--- src/hdl/i2csr_map.svh ---
// Register offsets, field positions, reset values and status codes of the slave receiver.
// Assumes a 32-bit AXI4-Lite slave with byte addresses and one word for each register.
`ifndef I2CSR_MAP_SVH
`define I2CSR_MAP_SVH
// ==========================================================================
// Register byte offsets
`define I2CSR_OFS_OWN_ADDR 8'h00
`define I2CSR_OFS_CONTROL 8'h04
`define I2CSR_OFS_STATUS 8'h08
`define I2CSR_OFS_DATA 8'h0c
// ==========================================================================
// Control field positions
`define I2CSR_CTL_FLAG 7
`define I2CSR_CTL_ACK_EN 6
`define I2CSR_CTL_START 5
`define I2CSR_CTL_STOP 4
`define I2CSR_CTL_WCOL 3
`define I2CSR_CTL_ENABLE 2
`define I2CSR_CTL_INT_EN 0
// ==========================================================================
// Reset values
`define I2CSR_RST_OWN_ADDR 8'hfe
`define I2CSR_RST_CONTROL 8'h00
`define I2CSR_RST_DATA 8'hff
// ==========================================================================
// Status codes, prescaler bits always zero
`define I2CSR_ST_OWN_ACK 8'h60
`define I2CSR_ST_ARB_OWN_ACK 8'h68
`define I2CSR_ST_GC_ACK 8'h70
`define I2CSR_ST_ARB_GC_ACK 8'h78
`define I2CSR_ST_DATA_ACK 8'h80
`define I2CSR_ST_DATA_NACK 8'h88
`define I2CSR_ST_GC_DATA_ACK 8'h90
`define I2CSR_ST_GC_DATA_NACK 8'h98
`define I2CSR_ST_NO_INFO 8'hf8
`define I2CSR_GC_ADDR 7'h00
`define I2CSR_BITS_PER_BYTE 4'h8
// ==========================================================================
// AXI responses
`define I2CSR_RESP_OKAY 2'h0
`define I2CSR_RESP_SLVERR 2'h2
`endif

--- src/hdl/i2csr_pkg.sv ---
// Types shared by the two-wire slave receiver.
// Assumes the map header is included by every user of these types.
package i2csr_pkg;
  // ==========================================================================
  // Receiver sequence
  typedef enum logic [2:0] {
    ST_IDLE,
    ST_ADDR,
    ST_ADDR_ACK,
    ST_HOLD,
    ST_DATA,
    ST_DATA_ACK
  } i2csr_state_t;
  typedef logic [1:0] i2csr_resp_t;
  typedef logic [7:0] i2csr_byte_t;
endpackage

--- src/hdl/i2csr_core.sv ---
// Two-wire slave receiver with AXI4-Lite register access.
// Assumes SCL and SDA arrive asynchronously; open-drain pads pull low while an enable is high.
// Arbitration loss and sleep indications come from logic on aclk.
//
// The AXI4-Lite slave port and the register offsets were chosen for this implementation.
`timescale 1ns/1ps
`include "i2csr_map.svh"

// Overview of operation
// - Status codes always have prescaler bits zero
// - Upper seven own-address bits form slave address
// - Address bit zero enables general call response
// - Acknowledge address only with ack enable set
// - Write bit enters receiver, read goes transmitter
// - Own address with write sets flag, status
// - Arbitration loss then address gives 0x68/0x78
// - Cleared ack enable gives NACK after byte
// - Ack enable zero ignores address, resumes later
// - Address matching still works while core sleeps
// - Sleep match requests wake, holds SCL low
// - Data register may be stale after wake
// - Own address write acknowledged reports 0x60
// - Lost arbitration, own address reports 0x68
// - General call acknowledged reports 0x70
// - Lost arbitration, general call reports 0x78
// - Data byte acknowledged reports 0x80
// - Flag clear receives next byte, ack per enable
// - Data byte not acknowledged reports 0x88
// - After 0x88 clear becomes unaddressed slave
// - Start bit set: start once bus free
module i2csr_core (
  input wire logic aclk,
  input wire logic aresetn,
  input wire logic [7:0] awaddr,
  input wire logic awvalid,
  output logic awready,
  input wire logic [31:0] wdata,
  input wire logic [3:0] wstrb,
  input wire logic wvalid,
  output logic wready,
  output i2csr_pkg::i2csr_resp_t bresp,
  output logic bvalid,
  input wire logic bready,
  input wire logic [7:0] araddr,
  input wire logic arvalid,
  output logic arready,
  output logic [31:0] rdata,
  output i2csr_pkg::i2csr_resp_t rresp,
  output logic rvalid,
  input wire logic rready,
  input wire logic scl_i,
  input wire logic sda_i,
  output logic scl_oe,
  output logic sda_oe,
  input wire logic core_sleep,
  input wire logic arb_lost,
  output logic wake_request,
  output logic tx_select,
  output logic start_on_free
);
  import i2csr_pkg::*;

  // ==========================================================================
  // Pin synchronisers and bus events
  logic scl_s1_r, scl_s2_r, scl_d_r, sda_s1_r, sda_s2_r, sda_d_r;
  wire scl_rise = scl_s2_r & ~scl_d_r;
  wire scl_fall = ~scl_s2_r & scl_d_r;
  wire bus_start = scl_s2_r & scl_d_r & sda_d_r & ~sda_s2_r;
  wire bus_stop = scl_s2_r & scl_d_r & ~sda_d_r & sda_s2_r;

  // Two stages before any use; a third stage gives the edge reference
  always_ff @(posedge aclk) begin
    if (!aresetn) begin
      {scl_s1_r, scl_s2_r, scl_d_r} <= 3'h7;
      {sda_s1_r, sda_s2_r, sda_d_r} <= 3'h7;
    end else begin
      {scl_s1_r, scl_s2_r, scl_d_r} <= {scl_i, scl_s1_r, scl_s2_r};
      {sda_s1_r, sda_s2_r, sda_d_r} <= {sda_i, sda_s1_r, sda_s2_r};
    end
  end

  // ==========================================================================
  // Registers and bus slave state
  i2csr_state_t state_r, state_nxt;
  i2csr_byte_t own_r, data_r, status_r, shift_r;
  logic flag_r, ack_en_r, start_r, stop_r, wcol_r, en_r, int_en_r;
  logic [3:0] cnt_r;
  logic gc_r, nack_r, arb_seen_r, busy_r, flag_set;
  logic aw_got_r, w_got_r;
  logic [7:0] waddr_r;
  logic [7:0] wbyte_r;
  logic wstrb0_r;

  // ==========================================================================
  // Register decode
  wire do_write = aw_got_r & w_got_r & ~bvalid;
  wire wr_own = do_write & wstrb0_r & (waddr_r == `I2CSR_OFS_OWN_ADDR);
  wire wr_ctl = do_write & wstrb0_r & (waddr_r == `I2CSR_OFS_CONTROL);
  wire wr_data = do_write & wstrb0_r & (waddr_r == `I2CSR_OFS_DATA);
  wire wr_hit = (waddr_r == `I2CSR_OFS_OWN_ADDR) | (waddr_r == `I2CSR_OFS_CONTROL) |
                (waddr_r == `I2CSR_OFS_STATUS) | (waddr_r == `I2CSR_OFS_DATA);
  wire [7:0] ctl_view = {flag_r, ack_en_r, start_r, stop_r, wcol_r, en_r, 1'b0, int_en_r};
  wire rd_hit = (araddr == `I2CSR_OFS_OWN_ADDR) | (araddr == `I2CSR_OFS_CONTROL) |
                (araddr == `I2CSR_OFS_STATUS) | (araddr == `I2CSR_OFS_DATA);
  wire [7:0] rd_byte = (araddr == `I2CSR_OFS_OWN_ADDR) ? own_r :
                       (araddr == `I2CSR_OFS_CONTROL) ? ctl_view :
                       (araddr == `I2CSR_OFS_STATUS) ? status_r :
                       (araddr == `I2CSR_OFS_DATA) ? data_r : 8'h00;
  wire sw_clr_flag = wr_ctl & wbyte_r[`I2CSR_CTL_FLAG];

  // ==========================================================================
  // Address and acknowledge decisions
  wire own_match = (shift_r[7:1] == own_r[7:1]);
  wire gc_match = (shift_r[7:1] == `I2CSR_GC_ADDR) & own_r[0];
  // Matching uses only the bus edges, so it keeps working while the core sleeps
  wire addr_hit = en_r & ack_en_r & (own_match | gc_match);
  wire byte_done = scl_fall & (cnt_r == `I2CSR_BITS_PER_BYTE);
  wire [7:0] gc_code = arb_seen_r ? `I2CSR_ST_ARB_GC_ACK : `I2CSR_ST_GC_ACK;
  wire [7:0] own_code = arb_seen_r ? `I2CSR_ST_ARB_OWN_ACK : `I2CSR_ST_OWN_ACK;
  wire [7:0] addr_code = gc_r ? gc_code : own_code;
  wire [7:0] data_code = gc_r ? (nack_r ? `I2CSR_ST_GC_DATA_NACK : `I2CSR_ST_GC_DATA_ACK) :
                         (nack_r ? `I2CSR_ST_DATA_NACK : `I2CSR_ST_DATA_ACK);

  // Next state of the receiver sequence
  always_comb begin
    state_nxt = state_r;
    unique case (state_r)
      ST_IDLE: state_nxt = ST_IDLE;
      ST_ADDR:
        if (byte_done) begin
          state_nxt = (addr_hit & ~shift_r[0]) ? ST_ADDR_ACK : ST_IDLE;
        end
      ST_ADDR_ACK:
        if (scl_fall) begin
          state_nxt = ST_HOLD;
        end
      ST_HOLD:
        if (!flag_r) begin
          state_nxt = nack_r ? ST_IDLE : ST_DATA;
        end
      ST_DATA:
        if (byte_done) begin
          state_nxt = ST_DATA_ACK;
        end
      ST_DATA_ACK:
        if (scl_fall) begin
          state_nxt = ST_HOLD;
        end
    endcase
    if (bus_start && en_r) begin
      state_nxt = ST_ADDR;
    end else if (bus_stop || !en_r || stop_r) begin
      state_nxt = ST_IDLE;
    end
  end

  assign flag_set = scl_fall & ((state_r == ST_ADDR_ACK) | (state_r == ST_DATA_ACK));

  // Sequence state and shift register
  always_ff @(posedge aclk) begin
    if (!aresetn) begin
      state_r <= ST_IDLE;
      shift_r <= 8'h00;
      cnt_r <= 4'h0;
    end else begin
      state_r <= state_nxt;
      if (state_nxt != state_r) begin
        cnt_r <= 4'h0;
      end else if (scl_rise && ((state_r == ST_ADDR) || (state_r == ST_DATA))) begin
        cnt_r <= cnt_r + 4'h1;
        shift_r <= {shift_r[6:0], sda_s2_r};
      end
    end
  end

  // ==========================================================================
  // Transfer context: general call, refusal, arbitration, transmitter select
  always_ff @(posedge aclk) begin
    if (!aresetn) begin
      gc_r <= 1'b0;
      nack_r <= 1'b0;
      arb_seen_r <= 1'b0;
      tx_select <= 1'b0;
      busy_r <= 1'b0;
    end else begin
      busy_r <= bus_start | (busy_r & ~bus_stop);
      if (state_r == ST_ADDR && byte_done) begin
        gc_r <= ~own_match;
        nack_r <= 1'b0;
        tx_select <= addr_hit & shift_r[0];
      end else if (bus_stop) begin
        tx_select <= 1'b0;
      end
      if (state_r == ST_DATA && byte_done) begin
        nack_r <= ~ack_en_r;
      end
      // Loss of arbitration is remembered until the next addressing is reported or a STOP is seen
      if (arb_lost) begin
        arb_seen_r <= 1'b1;
      end else if (bus_stop || (flag_set && state_r == ST_ADDR_ACK)) begin
        arb_seen_r <= 1'b0;
      end
    end
  end

  // ==========================================================================
  // Open-drain drivers: acknowledge and clock stretching
  always_ff @(posedge aclk) begin
    if (!aresetn) begin
      sda_oe <= 1'b0;
      scl_oe <= 1'b0;
    end else begin
      if (state_r == ST_ADDR && byte_done) begin
        sda_oe <= addr_hit & ~shift_r[0];
      end else if (state_r == ST_DATA && byte_done) begin
        sda_oe <= ack_en_r;
      end else if (scl_fall || state_nxt == ST_IDLE) begin
        sda_oe <= 1'b0;
      end
      // Stretch from the end of the acknowledge bit until software clears the flag
      if (flag_set) begin
        scl_oe <= 1'b1;
      end else if (!flag_r || state_nxt == ST_IDLE) begin
        scl_oe <= 1'b0;
      end
    end
  end

  // ==========================================================================
  // Serial control: flag set wins over the software clear
  always_ff @(posedge aclk) begin
    if (!aresetn) begin
      {flag_r, ack_en_r, start_r, stop_r, wcol_r, en_r, int_en_r} <= 7'h00;
    end else begin
      flag_r <= flag_set | (flag_r & ~sw_clr_flag);
      if (wr_ctl) begin
        ack_en_r <= wbyte_r[`I2CSR_CTL_ACK_EN];
        start_r <= wbyte_r[`I2CSR_CTL_START];
        en_r <= wbyte_r[`I2CSR_CTL_ENABLE];
        int_en_r <= wbyte_r[`I2CSR_CTL_INT_EN];
      end
      // A stop request only recovers the slave, then clears itself
      stop_r <= wr_ctl & wbyte_r[`I2CSR_CTL_STOP];
      if (wr_data) begin
        wcol_r <= ~flag_r; // Data written with the flag low is a collision
      end
    end
  end

  // Status, data, address and wake request
  always_ff @(posedge aclk) begin
    if (!aresetn) begin
      status_r <= `I2CSR_ST_NO_INFO;
      data_r <= `I2CSR_RST_DATA;
      own_r <= `I2CSR_RST_OWN_ADDR;
      wake_request <= 1'b0;
      start_on_free <= 1'b0;
    end else begin
      if (flag_set) begin
        status_r <= (state_r == ST_ADDR_ACK) ? addr_code : data_code;
      end else if (sw_clr_flag) begin
        status_r <= `I2CSR_ST_NO_INFO;
      end
      // Address bytes never reach the data register, so it may be stale after a wake
      if (state_r == ST_DATA && byte_done) begin
        data_r <= shift_r;
      end else if (wr_data && flag_r) begin
        data_r <= wbyte_r;
      end
      if (wr_own) begin
        own_r <= wbyte_r;
      end
      if (flag_set && state_r == ST_ADDR_ACK && core_sleep) begin
        wake_request <= 1'b1;
      end else if (sw_clr_flag || state_nxt == ST_IDLE) begin
        // Dropped with the flag, so a wake never outlives the clock hold
        wake_request <= 1'b0;
      end
      start_on_free <= start_r & en_r & ~busy_r & (state_r == ST_IDLE);
    end
  end

  // ==========================================================================
  // AXI4-Lite write channel: address and data in either order
  always_ff @(posedge aclk) begin
    if (!aresetn) begin
      awready <= 1'b0;
      wready <= 1'b0;
      aw_got_r <= 1'b0;
      w_got_r <= 1'b0;
      bvalid <= 1'b0;
      bresp <= `I2CSR_RESP_OKAY;
      waddr_r <= 8'h00;
      wbyte_r <= 8'h00;
      wstrb0_r <= 1'b0;
    end else begin
      if (awvalid && awready) begin
        awready <= 1'b0;
        aw_got_r <= 1'b1;
        waddr_r <= awaddr;
      end else if (!aw_got_r && !bvalid) begin
        awready <= 1'b1;
      end
      if (wvalid && wready) begin
        wready <= 1'b0;
        w_got_r <= 1'b1;
        wbyte_r <= wdata[7:0];
        wstrb0_r <= wstrb[0];
      end else if (!w_got_r && !bvalid) begin
        wready <= 1'b1;
      end
      if (do_write) begin
        bvalid <= 1'b1;
        bresp <= wr_hit ? `I2CSR_RESP_OKAY : `I2CSR_RESP_SLVERR;
      end else if (bvalid && bready) begin
        bvalid <= 1'b0;
        aw_got_r <= 1'b0;
        w_got_r <= 1'b0;
      end
    end
  end

  // AXI4-Lite read channel: one read at a time, data one cycle after the address
  always_ff @(posedge aclk) begin
    if (!aresetn) begin
      arready <= 1'b0;
      rvalid <= 1'b0;
      rdata <= 32'h0000_0000;
      rresp <= `I2CSR_RESP_OKAY;
    end else begin
      if (arvalid && arready) begin
        arready <= 1'b0;
        rvalid <= 1'b1;
        rdata <= {24'h00_0000, rd_byte};
        rresp <= rd_hit ? `I2CSR_RESP_OKAY : `I2CSR_RESP_SLVERR;
      end else if (rvalid && rready) begin
        rvalid <= 1'b0;
        arready <= 1'b1;
      end else if (!rvalid) begin
        arready <= 1'b1;
      end
    end
  end

  // ==========================================================================
  // Checks
  a_status_prescaler_zero: assert property (@(posedge aclk) disable iff (!aresetn)
    status_r[2:0] == 3'h0) else $error("Status prescaler bits not zero");
  a_ack_address_match: assert property (@(posedge aclk) disable iff (!aresetn)
    (state_r == ST_ADDR && byte_done && !shift_r[0] && en_r && ack_en_r && own_match)
    |=> state_r == ST_ADDR_ACK && sda_oe) else $error("Own address not acknowledged");
  a_gc_needs_enable: assert property (@(posedge aclk) disable iff (!aresetn)
    (state_r == ST_ADDR && byte_done && shift_r[7:1] == 7'h00 && !own_r[0])
    |=> state_r == ST_IDLE && !sda_oe) else $error("General call taken while off");
  a_no_ack_disabled: assert property (@(posedge aclk) disable iff (!aresetn)
    (state_r == ST_ADDR && byte_done && !ack_en_r) |=> !sda_oe ##1 !flag_set)
    else $error("Address acknowledged with ack enable low");
  a_read_not_received: assert property (@(posedge aclk) disable iff (!aresetn)
    (state_r == ST_ADDR && byte_done && shift_r[0]) |=> state_r != ST_ADDR_ACK)
    else $error("Read direction entered receiver");
  a_addr_flag_code: assert property (@(posedge aclk) disable iff (!aresetn)
    (state_r == ST_ADDR_ACK && scl_fall) |=> flag_r && scl_oe &&
    (status_r == (gc_r ? ($past(arb_seen_r) ? 8'h78 : 8'h70) : ($past(arb_seen_r) ? 8'h68 : 8'h60))))
    else $error("Wrong addressing status");
  a_data_nack: assert property (@(posedge aclk) disable iff (!aresetn)
    (state_r == ST_DATA && byte_done && !ack_en_r) |=> state_r == ST_DATA_ACK && !sda_oe)
    else $error("Data acknowledged with ack enable low");
  a_data_code: assert property (@(posedge aclk) disable iff (!aresetn)
    (state_r == ST_DATA_ACK && scl_fall && !gc_r) |=> flag_r &&
    (status_r == (nack_r ? 8'h88 : 8'h80)) && data_r == $past(data_r))
    else $error("Wrong data status");
  a_stretch_hold: assert property (@(posedge aclk) disable iff (!aresetn)
    (flag_r && state_r == ST_HOLD && !sw_clr_flag && !bus_start && !bus_stop && !stop_r && en_r)
    |=> scl_oe) else $error("Clock released while flag set");
  a_wake_hold: assert property (@(posedge aclk) disable iff (!aresetn)
    wake_request |-> flag_r && scl_oe) else $error("Wake without clock hold");
  a_unaddressed_exit: assert property (@(posedge aclk) disable iff (!aresetn)
    (state_r == ST_HOLD && !flag_r && nack_r && !bus_start) |=> state_r == ST_IDLE)
    else $error("Not left addressed state after refusal");
  a_set_wins: assert property (@(posedge aclk) disable iff (!aresetn)
    flag_set |=> flag_r) else $error("Flag event lost");
endmodule // i2csr_core

--- config.mk ---
export PLATFORM = sky130hd
export DESIGN_NAME = i2csr_core
export DESIGN_NICKNAME = d
export VERILOG_FILES = /design/src/hdl/i2csr_pkg.sv /design/src/hdl/i2csr_core.sv
export VERILOG_INCLUDE_DIRS = /design/src /design/src/hdl
export SDC_FILE = /design/constraint.sdc
export NUM_CORES = 1
export LEC_CHECK = 0
export BUFFER_PORTS_ARGS = -buffer_cell sky130_fd_sc_hd__buf_2
export CORE_MARGIN = 5
export CORE_UTILIZATION = 23
export DETAILED_ROUTE_END_ITERATION = 10
export PLACE_DENSITY_LB_ADDON = 0.05
export SLEW_MARGIN = 20
export SYNTH_ARGS = -nofsm -noshare
export SYNTH_HDL_FRONTEND = slang
export SYNTH_SLANG_ARGS = --single-unit
--- constraint.sdc ---
create_clock -name aclk -period 2.76 [get_ports aclk]
set_clock_uncertainty 0.2 [all_clocks]
set_input_delay 0.552 -clock aclk [delete_from_list [all_inputs] [get_ports aclk]]
set_output_delay 0.552 -clock aclk [all_outputs]
set_load 0.02 [all_outputs]
# ---- Word level (Yosys, flattened, before mapping)
# Cells that the tools add are included.
dict set report classes {
  eq_ne 15
  add_sub_neg 1
  n_reduce_logical 47
  bitwise_logic 51
  n_mux 51
}
# cell count
set op_table {}
lappend op_table {{two-way mux 8 bit} 9}
lappend op_table {{== test 8 x 4 -> 1 bit (second input constant)} 4}
lappend op_table {{bitwise AND 1 bit} 27}
lappend op_table {{two-way mux 1 bit} 25}
lappend op_table {{two-way mux 3 bit} 7}
lappend op_table {{nonzero test 2 bit} 9}
lappend op_table {{== test 8 x 3 -> 1 bit (second input constant)} 2}
lappend op_table {{logical NOT 8 bit} 2}
lappend op_table {{two-way mux 4 bit} 4}
lappend op_table {{case mux 3 bit (5 select lines)} 1}
lappend op_table {{logical AND 1 bit} 14}
lappend op_table {{inverter 1 bit} 14}
lappend op_table {{two-way mux 5 bit} 2}
lappend op_table {{OR 1 bit} 10}
lappend op_table {{OR reduction 2 bit} 5}
lappend op_table {{== test 7 bit} 1}
lappend op_table {{logical NOT 7 bit} 1}
lappend op_table {{logical OR 1 bit} 7}
lappend op_table {{== test 3 x 2 -> 1 bit (second input constant)} 2}
lappend op_table {{== test 3 bit (second input constant)} 2}
lappend op_table {{logical NOT 3 bit} 2}
lappend op_table {{two-way mux 2 bit} 3}
lappend op_table {{logical NOT 1 bit} 5}
lappend op_table {{adder 4 x 1 -> 4 bit (second input constant)} 1}
lappend op_table {{other kinds (6)} 6}
dict set report totals {
  out_inout_bits 46
  reg_bits 97
  in_bits 63
  elab_cells 206
}

# ---- Longest topological paths before layout
dict set report logic_depth {
  depth_word 15
  depth_mapped 9
  depth_no_buf 7
}

# ---- Worst setup path after synthesis
# Ideal clock, no wire load.
dict set report synth_path {
  path_kind {reg2reg}
  start {reg cnt_r[0]}
  end {reg shift_r[0]}
  synth_period_minus_slack_ns 2.213
  required_time_ns 2.488
  stages_incl_launch_ff 9
  path_slack_ns 0.547
  n_path_buf 1
  arrival_ns 1.941
  setup_ns 0.072
  path_cell_list {dfxtp_1 > inv_1 > ha_1 > and3b_1 > clkbuf_1 > a31o_2 > a221oi_2 > o2bb2ai_4 > mux2i_1}
}
dict set report synth_between {
  elab_chain_len 9
  elab_cells_between_ends 10
  cone_classes {2 x eq/ne; 5 x mux; 2 x bitwise; 1 x reduce/logical}
}
# element line
set synth_lines {}
lappend synth_lines {{start, declared} i2csr_core.sv:87} ;# logic [3:0] cnt_r;
lappend synth_lines {{start signal, assigned} i2csr_core.sv:170} ;# cnt_r <= cnt_r + 4'h1;
lappend synth_lines {{== test 4 bit (no line) *} --}
lappend synth_lines {{bitwise AND 1 bit *} i2csr_core.sv:117} ;# wire byte_done = scl_fall & (cnt_r == `I2CSR_BITS_PER_BYTE);
lappend synth_lines {{two-way mux 3 bit, on equally long branches} {i2csr_core.sv:142, i2csr_core.sv:130}}
lappend synth_lines {{case mux 3 bit (5 select lines) *} i2csr_core.sv:127} ;# unique case (state_r)
lappend synth_lines {{two-way mux 3 bit *} i2csr_core.sv:152} ;# end else if (bus_stop || !en_r || stop_r) begin
lappend synth_lines {{two-way mux 3 bit *} i2csr_core.sv:150} ;# if (bus_start && en_r) begin
lappend synth_lines {{!= test 3 bit *} i2csr_core.sv:167} ;# if (state_nxt != state_r) begin
lappend synth_lines {{inverter 1 bit (no line) *} --}
lappend synth_lines {{AND reduction 2 bit (no line) *} --}
lappend synth_lines {{end signal, assigned} i2csr_core.sv:171} ;# shift_r <= {shift_r[6:0], sda_s2_r};
lappend synth_lines {{end, declared} i2csr_core.sv:85} ;# i2csr_byte_t own_r, data_r, status_r, shift_r;
# Mark *: on every way between the ends. The rest lies on a longest branch, timed or not.
# A chain may end at the register's enable or synchronous reset.

# ---- Worst setup path after layout
dict set report layout_path {
  start {reg cnt_r[0]}
  end {reg data_r[5]}
}
dict set report layout_between {
  elab_chain_len 4
  elab_cells_between_ends 5
  cone_classes {1 x eq/ne; 1 x mux; 1 x bitwise; 2 x reduce/logical}
}
# element line
set layout_lines {}
lappend layout_lines {{== test 4 bit (no line) *} --}
lappend layout_lines {{bitwise AND 1 bit *} i2csr_core.sv:117}
lappend layout_lines {{logical AND 1 bit *} i2csr_core.sv:265} ;# if (state_r == ST_DATA && byte_done) begin
lappend layout_lines {{two-way mux 8 bit / nonzero test 2 bit (equally long branches)} --}
lappend layout_lines {{end signal, assigned} i2csr_core.sv:254} ;# data_r <= `I2CSR_RST_DATA;
lappend layout_lines {{end signal, assigned} i2csr_core.sv:266} ;# data_r <= shift_r;
lappend layout_lines {{end signal, assigned} i2csr_core.sv:268} ;# data_r <= wbyte_r;
lappend layout_lines {{end, declared} i2csr_core.sv:85}
# Marks and branches as above.

==> reports/results.txt <==
The vertical die dimension was 146.5 µm; the number of clock buffers inserted by TritonCTS was 9. In the routed layout, each cell is associated on average with a via count of 4.519. The post-route netlist has 20.81% of its cells at a drive strength greater than 1. Summing every instance area after synthesis gives 4285 µm². The number of ports placed on the die boundary was 109; the cts-stage hold buffer count was 0. Summing all non-filler instances in the final layout gives an area of 5069 µm². Headroom to the max-slew limit came out at 59.82%. Arrival time of data at the critical path endpoint: 2.40 ns. For the number of antenna violations at the first check in global routing, the log shows 0. The first global-routing pass estimated 20.29 mm of wire. The worst setup path is captured at a flop. CTS built an H-tree with a depth of 3. The cell family contributing the most delay on the critical path is simple AND/OR/NAND/NOR gates.

The biggest area consumer among synthesized cells is sky130_fd_sc_hd__dfxtp_1. For the flip-flop and latch area, the log shows 1822 µm². In this run, synthesis produced a sequential element count of 91. Compared with the post-synthesis result, the final layout area differs by 18.28%.

Counting both buffers and inverters, the worst setup path holds a total of 2. STA puts the critical path data required time at 2.79 ns. By count the netlist is led by 91 x sky130_fd_sc_hd__dfxtp_1, 77 x sky130_fd_sc_hd__nand2_1, 34 x sky130_fd_sc_hd__a21oi_1. The repair_antennas step left the layout with diodes totalling 0. The run gives 0 as the buffers inserted during post-CTS setup optimization. Fill cell total of the finished layout: 2029.

Setup violations remaining at the end of the flow were counted as 0. Of the available clock period, the critical path in the final layout requires 86.09%. Clock latency on the worst-skew pair, taken at its later pin, is 0.34 ns. The congestion estimate from routability-driven global placement came to 0.7839. The synthesized design devotes to its leading area cell type 42.51% of total area. Max-cap violations in this run came to 0.

The number of cells upsized or downsized after cts is 0. The die outline width was 146.5 µm. The kind of start point of the critical path is a flop. In this run the clock root is driven by a sky130_fd_sc_hd__clkbuf_16. The highest cell delay on the worst timing path was 0.47 ns. The placed cell area is 4796 µm², and the number of nets in the final layout is 603. The tools report the yosys synthesis warning count as 0. TritonCTS built the clock tree.

The tools report the sequential share of power as 49.8%. Once the floorplan was initialized, standard cells occupied 23.14% of the core. Dividing the detail-routed wire length by the instance count gives 16.19 µm.

The number of different library cells used by synthesis comes to 65. Setup total negative slack on the finished layout was measured at 0 ns. For the pin with the worst max-slew slack, the measured transition is 0.5991 ns.

Summing all multi-input logic gate instances after layout gives 2232 µm². The die covers 21460 µm². The maximum vdd ir drop was 0.0002773 V; the number of clock sinks was 91.

The switching part of the total power came out at 25.16%. Count of pins over their slew limit: 0. After detailed routing, the number of remaining DRC violations is 0. The share of synthesized flip-flops with an asynchronous set or reset works out to 0%.

The run gives 12.58 mm as the total detailed-routing wirelength. The first-pass iteration count of the detailed router was 4. For the maximum clock path buffer count, the log shows 2. The clock network accounts for 42.2% of the total power. For the pin count of the biggest net entering global routing, the log shows 30. Setup repair after global routing left no endpoint under its margin. The via count of the first global-routing pass was 3494. The most common cell in the synthesized netlist is sky130_fd_sc_hd__dfxtp_1.

Global routing used 11.99% of the available tracks across all layers. The tools report the final hold violation count as 0. The detailed router finished its first iteration with 145 violations. Slowest stage cell on the critical path: sky130_fd_sc_hd__a41oi_4. Buffers placed on the I/O ports in this run total 55. For this run the aggregate overflow at the end of global routing stands at 0.

Combinational logic is responsible for 8.0% of the overall power. Top achievable clock speed: 420.9 MHz. The category of the most critical setup path was flop to flop. Traced cell by cell, the critical path runs through inv_1, ha_1, and3b_1, and3_1, buf_4, a41oi_4, mux2i_1, nand2_1.

For this run, the leading register cell type out of synthesis is sky130_fd_sc_hd__dfxtp_1. Summed over all nets, the switching power comes to 0.6903 mW. For this design the static power due to leakage is 2.009 nW. The tools report the half-perimeter wire length after placement as 9.433 mm. The power density over cell area came out at 541.2 nW/µm².

Cell internal power was estimated by the tool at 2.053 mW. The final route contains 3511 vias. The count of nets left with antenna violations once routing finished came out at 0. The path type of the worst min-delay path is input port to flop. The number of synthesized flops with an enable pin is 0.

The initialized floorplan defines 50 standard-cell rows. After floorplanning, the core was sized to cover 18520 µm². The mean cell area of the mapped netlist was 8.946 µm²; the shortest period the worst path allows was 2.376 ns.

The share of the Yosys chip area taken by registers is 42.51%. The post-CTS clock slew at the launch and capture registers of the worst setup and hold paths is 0.06 ns, and the instance count of the mapped netlist is 479. Along the worst path, the maximum fanout reaches 9.

Ranked by total cell area, the synthesized netlist is headed by sky130_fd_sc_hd__dfxtp_1 43%, sky130_fd_sc_hd__nand2_1 6.7%, sky130_fd_sc_hd__mux2i_1 4.7%, sky130_fd_sc_hd__buf_4 4.6%, sky130_fd_sc_hd__a21oi_1 4.0%. The run finished with clean final reports.
==> worst register-to-register path: stages (launching register included) <==
cell and delay [ns]:
sky130_fd_sc_hd__dfxtp_1 0.38, sky130_fd_sc_hd__inv_1 0.06, sky130_fd_sc_hd__ha_1 0.20, sky130_fd_sc_hd__and3b_1 0.25
sky130_fd_sc_hd__and3_1 0.18, sky130_fd_sc_hd__buf_4 0.19, sky130_fd_sc_hd__a41oi_4 0.47, sky130_fd_sc_hd__mux2i_1 0.27
sky130_fd_sc_hd__nand2_1 0.07
==> final cells by class <==
class	instances	share of cell area, %
well taps	234	5.776
clock inverters	4	0.5184
flip-flops and latches	91	35.94
multi-input cells	355	44.04
clock buffers	12	4.863
inverters	9	0.6665
repair buffers	72	8.196
==> flip-flops by register name, summed over array words and instances, names as in the netlist, 3 cells and up <==
signal    cells
waddr_r       8
status_r      4
state_r       3
wbyte_r       8
cnt_r         4
own_r         8
data_r        8
rdata         8
shift_r       8
==> cells in the final DEF (no fill, tap or decap), drive strengths merged, types with 6 or more instances in the layout <==
| cell | count |
|---|---|
| dfxtp | 91 |
| nand2 | 77 |
| buf | 72 |
| a21oi | 34 |
| nor2 | 29 |
| nand3 | 26 |
| conb | 26 |
| mux2i | 20 |
| clkbuf | 12 |
| nand2b | 11 |
| mux2 | 11 |
| nor3 | 11 |
| xnor2 | 9 |
| inv | 8 |
| o21ai | 7 |
| and3 | 7 |
| a22oi | 7 |
| nor2b | 6 |
| a211oi | 6 |
==> cell families (layout without fill, tap and decap cells) <==
kind of cell               Yosys count  in the layout  share of synthesized area, %
buffers and inverters               58             97                         7.591
other                                1             26                       0.08751
AOI/OAI and AO/OA                   84             84                         14.04
xor gates and xnor gates            11             11                         2.248
DFF                                 91             91                         42.51
and+or+nand+nor                    196            196                         22.74
muxes                               36             36                         10.19
adders and majority gates            2              2                        0.5838
==> power groups by stage <==
stage	Sequential [mW]	Clock (mW)	Combinational, mW
after floorplan	1.40	0	0.166
after global placement	1.40	0	0.220
after detailed placement	1.40	0	0.222
after CTS	1.37	1.21	0.223
after global routing	1.37	1.27	0.243
final	1.37	1.16	0.220
==> through the flow <==
stage | setup slack, ns | total power [mW] | utilization [%] | hold slack [ns] | instances
floorplan | 0.5471 | 1.563 | - | 0.1863 | 504
global placement | 0.4143 | 1.617 | 25.90 | 0.1878 | 761
detailed placement | 0.4140 | 1.618 | 25.90 | 0.1959 | 761
CTS | 0.3906 | 2.803 | 27.37 | 0.1677 | 777
global route | 0.2244 | 2.881 | 27.37 | 0.1893 | 777
finish | 0.3839 | 2.743 | 27.37 | 0.1889 | 777
==> final timing paths <==
check,end,startpoint,depth (start not counted),slack (ns)
setup / recovery,data_r[5],cnt_r[0],8,0.38
hold / removal,scl_s1_r,scl_i,2,0.19
setup reg to reg,data_r[5],cnt_r[0],8,0.38
hold reg to reg,scl_s2_r,scl_s1_r,1,0.21
==> metal layers <==
metal  track usage (%)  share of wire [%]  wire (µm)
met1             15.99                 49       6154
met2             19.29                 46       5789
met3             2.700                3.6        448
met4             3.857                1.5        188
met5                 0                  0          0
Power figures use the tool's default switching activity.
